--- src/logic/dsp_req_xbar_pkg.sv ---
// Package: register map, field layout and reset values of the DSP request crossbar
package dsp_req_xbar_pkg;

  // ==========================================================================
  // Sizes
  // ==========================================================================
  localparam int unsigned NUM_SRC     = 28;
  localparam int unsigned NUM_OUT     = 19;
  localparam int unsigned SEL_W       = 5;
  localparam int unsigned FIELDS_PER  = 6;
  localparam int unsigned NUM_REGS    = 4;
  localparam int unsigned ADDR_W      = 12;
  localparam int unsigned DATA_W      = 32;

  // ==========================================================================
  // Register offsets within the configuration space
  // ==========================================================================
  localparam logic [31:0]       CFG_BASE_ADDR  = 32'hFFFE1000;
  localparam logic [ADDR_W-1:0] OFF_MAP_1_6    = 12'h0D0;
  localparam logic [ADDR_W-1:0] OFF_MAP_7_12   = 12'h0D4;
  localparam logic [ADDR_W-1:0] OFF_MAP_13_18  = 12'h0D8;
  localparam logic [ADDR_W-1:0] OFF_MAP_19     = 12'h0DC;

  // ==========================================================================
  // Field layout and reset values
  // ==========================================================================
  localparam int unsigned         FIELD_LSB0   = 0;
  localparam int unsigned         FIELDS_TOP   = 29;
  localparam logic [DATA_W-1:0]   RST_MAP_1_6   = 32'h0A418820;
  localparam logic [DATA_W-1:0]   RST_MAP_7_12  = 32'h16A4A0E6;
  localparam logic [DATA_W-1:0]   RST_MAP_13_18 = 32'h2307B9AC;
  localparam logic [DATA_W-1:0]   RST_MAP_19    = 32'h00000012;

endpackage : dsp_req_xbar_pkg

--- src/logic/req_sync3.sv ---
// Three-stage synchroniser with agreement filter for one asynchronous request line
`timescale 1ns/1ps
`default_nettype none
module req_sync3
(
  // Clock and reset
  input  wire logic sys_clk,
  input  wire logic arst_n,
  // Asynchronous level in, filtered level out
  input  wire logic din,
  output var  logic dout
);

  logic meta_r;
  logic s2_r;
  logic s3_r;
  logic dout_nxt;

  // ==========================================================================
  // Sync chain: output changes once stage two and three agree
  // ==========================================================================
  assign dout_nxt = (s2_r == s3_r) ? s2_r : dout;

  always_ff @(posedge sys_clk or negedge arst_n)
  begin
    if (!arst_n)
    begin
      meta_r <= 1'b0;
      s2_r   <= 1'b0;
      s3_r   <= 1'b0;
      dout   <= 1'b0;
    end
    else
    begin
      meta_r <= din;
      s2_r   <= meta_r;
      s3_r   <= s2_r;
      dout   <= dout_nxt;
    end
  end

endmodule : req_sync3
`default_nettype wire

--- src/logic/req_select_mux.sv ---
// One output lane of the crossbar: picks one of the synchronised sources, registered
`timescale 1ns/1ps
`default_nettype none
module req_select_mux
#(
  parameter int unsigned NUM_SRC = 28,
  parameter int unsigned SEL_W   = 5
)
(
  // Clock and reset
  input  wire logic               sys_clk,
  input  wire logic               arst_n,
  // Sources and selection
  input  wire logic [NUM_SRC-1:0] src,
  input  wire logic [SEL_W-1:0]   sel,
  // Selected level
  output var  logic               req_out
);

  logic picked;

  // Zero-based select; out-of-range codes give an idle line
  assign picked = (32'(sel) < NUM_SRC) ? src[sel] : 1'b0;

  // Register the selected level
  always_ff @(posedge sys_clk or negedge arst_n)
  begin
    if (!arst_n)
      req_out <= 1'b0;
    else
      req_out <= picked;
  end

endmodule : req_select_mux
`default_nettype wire

--- src/logic/dsp_dma_request_crossbar.sv ---
// Top: DSP DMA request crossbar with its four mapping registers
//
// Chosen here: strobed register access.
`timescale 1ns/1ps
`default_nettype none
//
// Overview of operation
// - Any of 28 sources to each of 19 outputs
// - Five-bit field, value n selects source n+1
// - Register 0xD0 holds outputs 1 to 6
// - Register 0xD4 holds outputs 7 to 12
// - Register 0xD8 holds outputs 13 to 18
// - Register 0xDC holds output 19 only
// - Reset maps output k to source k
// - All bits read/write, reserved reset zero
// - Registers sit in configuration space offsets
// - Reset mapping matches legacy request numbering
module dsp_dma_request_crossbar
#(
  parameter int unsigned NUM_SRC = dsp_req_xbar_pkg::NUM_SRC,
  parameter int unsigned NUM_OUT = dsp_req_xbar_pkg::NUM_OUT
)
(
  // Clock and reset
  input  wire logic                                 sys_clk,
  input  wire logic                                 arst_n,
  // Register port
  input  wire logic [dsp_req_xbar_pkg::ADDR_W-1:0]  reg_addr,
  input  wire logic [dsp_req_xbar_pkg::DATA_W-1:0]  reg_wdata,
  input  wire logic                                 reg_wr,
  input  wire logic                                 reg_rd,
  output var  logic [dsp_req_xbar_pkg::DATA_W-1:0]  reg_rdata,
  // Peripheral request sources, asynchronous levels
  input  wire logic [NUM_SRC-1:0]                   periph_req,
  // Requests toward the DSP DMA controller
  output var  logic [NUM_OUT-1:0]                   dsp_dma_req
);

  localparam int unsigned SEL_W  = dsp_req_xbar_pkg::SEL_W;
  localparam int unsigned DATA_W = dsp_req_xbar_pkg::DATA_W;
  localparam int unsigned FPR    = dsp_req_xbar_pkg::FIELDS_PER;

  // ==========================================================================
  // Mapping registers
  // ==========================================================================
  logic [DATA_W-1:0] map_a_r;
  logic [DATA_W-1:0] map_b_r;
  logic [DATA_W-1:0] map_c_r;
  logic [DATA_W-1:0] map_d_r;
  logic [DATA_W-1:0] reg_rdata_nxt;
  logic              hit_a;
  logic              hit_b;
  logic              hit_c;
  logic              hit_d;

  // Address decode of the four words
  assign hit_a = (reg_addr == dsp_req_xbar_pkg::OFF_MAP_1_6);
  assign hit_b = (reg_addr == dsp_req_xbar_pkg::OFF_MAP_7_12);
  assign hit_c = (reg_addr == dsp_req_xbar_pkg::OFF_MAP_13_18);
  assign hit_d = (reg_addr == dsp_req_xbar_pkg::OFF_MAP_19);

  // Full-word writes, reserved bits included; reset gives identity map
  always_ff @(posedge sys_clk or negedge arst_n)
  begin
    if (!arst_n)
    begin
      map_a_r <= dsp_req_xbar_pkg::RST_MAP_1_6;
      map_b_r <= dsp_req_xbar_pkg::RST_MAP_7_12;
      map_c_r <= dsp_req_xbar_pkg::RST_MAP_13_18;
      map_d_r <= dsp_req_xbar_pkg::RST_MAP_19;
    end
    else if (reg_wr)
    begin
      if (hit_a)
        map_a_r <= reg_wdata;
      if (hit_b)
        map_b_r <= reg_wdata;
      if (hit_c)
        map_c_r <= reg_wdata;
      if (hit_d)
        map_d_r <= reg_wdata;
    end
  end

  // Read mux; unmapped addresses read zero
  assign reg_rdata_nxt = hit_a ? map_a_r :
                         hit_b ? map_b_r :
                         hit_c ? map_c_r :
                         hit_d ? map_d_r : '0;

  // Read data stands only in the cycle after the strobe
  always_ff @(posedge sys_clk or negedge arst_n)
  begin
    if (!arst_n)
      reg_rdata <= '0;
    else if (reg_rd)
      reg_rdata <= reg_rdata_nxt;
    else
      reg_rdata <= '0;
  end

  // ==========================================================================
  // Field extraction
  // ==========================================================================
  logic [4*DATA_W-1:0]      map_flat;
  logic [NUM_OUT*SEL_W-1:0] sel_flat;

  // Field k of the whole map: six per word, bits 29:0 used
  function automatic logic [SEL_W-1:0] field_of(input logic [4*DATA_W-1:0] m, input int unsigned k);
    int unsigned w;
    int unsigned f;
    w = k / FPR;
    f = k % FPR;
    field_of = m[w*DATA_W + f*SEL_W +: SEL_W];
  endfunction : field_of

  assign map_flat = {map_d_r, map_c_r, map_b_r, map_a_r};

  // ==========================================================================
  // Source synchronisers and output lanes
  // ==========================================================================
  logic [NUM_SRC-1:0] src_sync;

  genvar gi;
  generate
    for (gi = 0; gi < NUM_SRC; gi++)
    begin : g_sync
      req_sync3 u_sync
      (
        .sys_clk (sys_clk),
        .arst_n  (arst_n),
        .din     (periph_req[gi]),
        .dout    (src_sync[gi])
      );
    end

    for (gi = 0; gi < NUM_OUT; gi++)
    begin : g_lane
      assign sel_flat[gi*SEL_W +: SEL_W] = field_of(map_flat, gi);
      // Independent select per output; registered select path
      req_select_mux
      #(
        .NUM_SRC (NUM_SRC),
        .SEL_W   (SEL_W)
      )
      u_lane
      (
        .sys_clk (sys_clk),
        .arst_n  (arst_n),
        .src     (src_sync),
        .sel     (sel_flat[gi*SEL_W +: SEL_W]),  // out-of-range gives idle
        .req_out (dsp_dma_req[gi])
      );
    end
  endgenerate

endmodule : dsp_dma_request_crossbar
`default_nettype wire

--- config.mk ---
export PLATFORM = sky130hd
export DESIGN_NAME = dsp_dma_request_crossbar
export DESIGN_NICKNAME = d
export VERILOG_FILES = /design/src/logic/dsp_req_xbar_pkg.sv /design/src/logic/req_sync3.sv /design/src/logic/req_select_mux.sv /design/src/logic/dsp_dma_request_crossbar.sv
export SDC_FILE = /design/constraint.sdc
export NUM_CORES = 1
export LEC_CHECK = 0
export ABC_CLOCK_PERIOD_IN_PS = 5700
export BUFFER_PORTS_ARGS = -buffer_cell sky130_fd_sc_hd__buf_2
export CAP_MARGIN = 10
export CORE_ASPECT_RATIO = 0.7
export CORE_MARGIN = 3
export CORE_UTILIZATION = 40
export DETAILED_ROUTE_END_ITERATION = 10
export GPL_TIMING_DRIVEN = 0
export SYNTH_ARGS = -nofsm -noshare
export SYNTH_HDL_FRONTEND = slang
export SYNTH_SLANG_ARGS = --single-unit
--- constraint.sdc ---
create_clock -name sys_clk -period 5.7 [get_ports sys_clk]
set_input_delay 0.285 -clock sys_clk [delete_from_list [all_inputs] [get_ports sys_clk]]
set_output_delay 0.285 -clock sys_clk [all_outputs]
set_load 0.03 [all_outputs]
# After elaboration in Yosys (flattened, before gate mapping)
# Cells that the tools add are included.
[word_totals]
reg_bits = 291
in_bits = 76
[classes]
n_lt_le_gt_ge = 38
eq_ne = 32
muxes = 62
reduce_logical = 4
[ops]
columns = ["cell", "count"]
rows = [
  ["two-way mux 32 bit", 5],
  ["less-than comparator 5 x 6 -> 1 bit, second input constant", 19],
  ["binary-select mux 1 bit (select 5 bit)", 19],
  ["less-than comparator 5 bit, second input constant", 19],
  ["equality test 12 x 8 -> 1 bit, second input constant", 4],
  ["two-way mux 1 bit", 38],
  ["equality test 1 bit", 28],
  ["AND reduction 2 bit", 4],
]

# Depth between registers and ports, before layout
[depth]
ltp_word = 6
depth_mapped = 5

# Cells and area by module
# A second synthesis with hierarchy kept.
[unflattened]
cells_unflattened = 1174
area_unflattened_um2 = 15886.5
[by_module_without_submodules]
columns = ["module", "instances", "cells_per_inst", "area_per_inst_um2", "seq_area_each_um2"]
rows = [
  ["dsp_dma_request_crossbar", 1, 388, 6754.0, 4050.1],
  ["req_select_mux", 19, 34, 316.6, 25.0],
  ["req_sync3", 28, 5, 111.4, 100.1],
]

# Worst setup path before layout
# No wires, ideal clock.
[synth_path]
path_type = "reg2reg"
from = "register map_b_r[5]"
to = "register g_lane[7].u_lane.req_out"
arrival_ns = 1.760
setup_slack_ns = 3.814
stages_incl_launch_ff = 5
n_path_buf = 1
cell_sequence = "dfstp_2 -> buf_2 -> mux4_2 -> mux2_2 -> o311a_1"
[synth_via]
elab_chain_cells = 3
elab_cells_between_ends = 4
classes_between = "order compare: 1; mux: 3"
[synth_rtl]
columns = ["item", "line", "source"]
rows = [
  ["start, declared", "dsp_dma_request_crossbar.sv:47", "logic [DATA_W-1:0] map_b_r;"],
  ["start signal, assigned", "dsp_dma_request_crossbar.sv:68", "map_b_r <= dsp_req_xbar_pkg::RST_MAP_7_12;"],
  ["start signal, assigned", "dsp_dma_request_crossbar.sv:77", "map_b_r <= reg_wdata;"],
  ["binary-select mux 1 bit (select 5 bit)", "req_select_mux.sv:23", "assign picked = (32'(sel) < NUM_SRC) ? src[sel] : 1'b0;"],
  ["two-way mux 1 bit (not written as such)", "req_select_mux.sv:23", ""],
  ["two-way mux 1 bit (*)", "req_select_mux.sv:23", ""],
  ["net g_lane[7].u_lane.picked", "req_select_mux.sv:20", "logic picked;"],
  ["end signal, assigned", "req_select_mux.sv:31", "req_out <= picked;"],
  ["end, declared", "req_select_mux.sv:17", "output var logic req_out"],
]
# Mark *: on every way through the listed nets, which the timed path passes. The rest lies on a longest branch. The select of a mux whose other input is x is not followed.
# A chain may end at the register's enable or synchronous reset.

# Worst setup path after layout
[layout_path]
from = "register map_b_r[15]"
to = "register g_lane[9].u_lane.req_out"
[layout_via]
elab_chain_cells = 3
elab_cells_between_ends = 4
classes_between = "order compare: 1; mux: 3"
[layout_rtl]
columns = ["item", "line"]
rows = [
  ["binary-select mux 1 bit (select 5 bit)", "req_select_mux.sv:23"],
  ["two-way mux 1 bit (not written as such)", "req_select_mux.sv:23"],
  ["two-way mux 1 bit (*)", "req_select_mux.sv:23"],
  ["net g_lane[9].u_lane.picked", "req_select_mux.sv:20"],
  ["end signal, assigned", "req_select_mux.sv:31"],
  ["end, declared", "req_select_mux.sv:17"],
]
# Marked as above.

==> run summary <==
start of the worst register-to-register path: map_b_r[15]$_DFFE_PN1P_
DR DRC count: 0
Hold Path Class: input pin to flip-flop
Seq/Total Area, Yosys: 0.483
Finished Layout Cells: 1,721
adder-cell share of the synthesized area: 0.0185
multi-input logic area: 0.00714 mm²
Layout Nets: 1,289
H-tree depth: 1
status: finished clean
clock-pin transition on the worst setup and hold timing paths: 70 ps
crit path capture type: flip-flop
Place WS: 3490 ps
hold slack: 34.9 ps
final hold vios: 0
first-pass GRT wire length: 65,200 µm
TritonCTS Sinks: 291
Simple-Gate Fraction of Synth Area: 0.0612
Chip Width: 239 µm
DR vias/cell: 5.75
vias in the first global route: 10,300
TritonCTS clock tree: built
CP startpoint kind: flip-flop
layout cells sized above 1: 0.476
drt pass-1 iters: 7
Routed Antenna Nets: 0
Hold Startpoint: reg_wdata[25]
Period minus WS final: 2170 ps
synthesized instance count: 998
HPWL Detailed: 29,500 µm
Crit Path Class: flip-flop to flip-flop
area leader, netlist: dfrtp_1
die height: 169 µm
I/O pin total: 127
Final Skew: 18.2 ps
Synth Area in XOR/XNOR: 0
VDD IR max: 0.000219 V
mapped cell area: 0.0152 mm²
DR vias: 9,904
placed cell count: 1,612
multiplexer share of the synthesized area: 0.371
largest net degree at the start of global routing: 123
Final Max Slew Viols: 0
Syn Area/Cell: 15.2 µm²
setup ws final: 3530 ps
post-synth top area share: 0.419
number of distinct library cells after synthesis: 34
Leak Pwr: 7.32 nW
main combinational cell family by area after synthesis: multiplexers
area of the core: 0.0373 mm²
Area contributors post-synth: dfrtp_1, mux4_2, mux2_2
total of max-cap violations: 0
R2R Setup Slk: 3530 ps
RSZ-0062 raised after global routing: false
deepest clock path buffer count: 3
synthesis-stage register bit count: 291
number of port buffers: 124
CTS buffer count: 29
Rows: 59
power per cell area: 263 mW/mm²
storage element area: 0.00733 mm²
initial antenna violation count: 1
Required @ worst endpoint: 6070 ps
worst skew pair latency: 580 ps
Die Footprint: 0.0404 mm²
Worst setup startpoint: map_b_r[15]$_DFFE_PN1P_
starting utilization of the core area: 0.407
global route overflow: 0
Slew headroom: 0.449
RePlAce Congestion: 0.886
drt total wl: 43,000 µm
Setup-failing EPs final: 0
FILL cells: 3,210
drt wl/cell: 25.0 µm
fin crit share: 0.381
Layout area overhead: 18.7%
post-synthesis compound-gate area fraction: 0.0194
syn nets: 1,074
GRT Total Usage: 0.216
max frequency: 461 MHz
Iter 0 DRT Violations: 787
CTS root buffer: clkbuf_16
Worst-Margin Slew: 826 ps
CP Max Fanout: 10
Syn. warnings: 0
arrival time at the worst endpoint: 2540 ps
area by class of cell:
type,count,area share
buffer,142,0.0379
clock inverter,11,0.00778
multi-input combinational,556,0.396
inverter,9,0.00188
timing repair buffer,184,0.0703
clock buffer,39,0.0451
tap,488,0.0339
sequential,291,0.407
antenna,1,0.000139
synthesized netlist by cell type, drive strengths merged:
cell / instances
and3: 1
mux2: 171
nand4b: 6
inv: 9
dfstp: 37
buf: 61
nor3: 10
maj3: 28
a21oi: 15
and4b: 1
nor2: 1
dfrtp: 254
o311a: 4
mux4: 153
nand2: 15
nand3b: 14
clkbuf: 81
nand2b: 12
a311oi: 6
o311ai: 6
nand4: 9
o211ai: 10
mux2i: 26
nor4: 10
nor3b: 20
nor2b: 38
cells in the final DEF (no fill, tap or decap), drive strengths merged, types with 12 or more instances in the layout:
cell / count
nand2b: 12
buf: 187
mux2i: 26
nand3b: 14
a21oi: 15
clkbuf: 120
mux4: 153
dlygate4sd3: 58
maj3: 28
dfrtp: 254
nor3b: 20
nand2: 15
mux2: 171
dfstp: 37
nor2b: 38
worst max-delay path, stage by stage, from the launching register on:
cell and delay, ps:
dfstp_2 540, buf_2 300, mux4_2 540, mux2_2 270
nand3b_1 90, nand4_1 230
final timing paths:
path	endpoint	cells past startpoint
setup / recovery	g_lane[9].u_lane.req_out$_DFF_PN0_	5
hold / removal	map_a_r[25]$_DFFE_PN1P_	2
setup reg to reg	g_lane[9].u_lane.req_out$_DFF_PN0_	5
hold reg to reg	g_sync[19].u_sync.s2_r$_DFF_PN0_	0
max in group asynchronous	g_sync[0].u_sync.meta_r$_DFF_PN0_	4
min in group asynchronous	reg_rdata[9]$_DFF_PN0_	2
report_power, final:
part | switching (mW) | internal, mW | leakage, nW | total [mW]
Clock | 0.819 | 1.10 | 0.464 | 1.91
Combinational | 0.377 | 0.276 | 3.22 | 0.653
Sequential | 0.0290 | 2.14 | 3.63 | 2.16
kinds of logic after synthesis:
logic type / count (synthesis)
fa+ha+maj: 28
simple gates: 137
flops: 291
mux: 350
compound gates: 41
buf+inv: 151
stage by stage:
stage / setup TNS, ps / area (µm²) / util / total power, mW
after floorplan: 0 / 15200 / - / 2.55
after global placement: -252270 / 16400 / 0.440 / 2.80
after detailed placement: 0 / 16500 / 0.442 / 2.81
after CTS: 0 / 18000 / 0.483 / 4.77
after global routing: 0 / 18000 / 0.483 / 4.91
final: 0 / 18000 / 0.483 / 4.73
what timing repair did:
action / 4_1_cts / 5_1_grt
resized for setup: 0 / 0
hold buffers: 58 / 0
endpoints found under the hold margin: 211 / 0
setup buffers: 0 / 0
sequential cells by signal (all words and copies together) (netlist names):
register / flops
g_sync.u_sync.s3_r: 28
reg_rdata: 32
g_lane.u_lane.req_out: 19
map_c_r: 32
map_a_r: 32
g_sync.u_sync.dout: 28
map_b_r: 32
g_sync.u_sync.meta_r: 28
map_d_r: 32
g_sync.u_sync.s2_r: 28
routing by layer:
| layer | track usage | routed length, µm | up-vias |
|---|---|---|---|
| li1 | - | - | 4206 |
| met1 | 0.308 | 19100 | 5223 |
| met2 | 0.326 | 19200 | 404 |
| met3 | 0.0591 | 3600 | 71 |
| met4 | 0.0599 | 1090 | 0 |
| met5 | 0 | 0 | - |
Power figures use the tool's default switching activity.
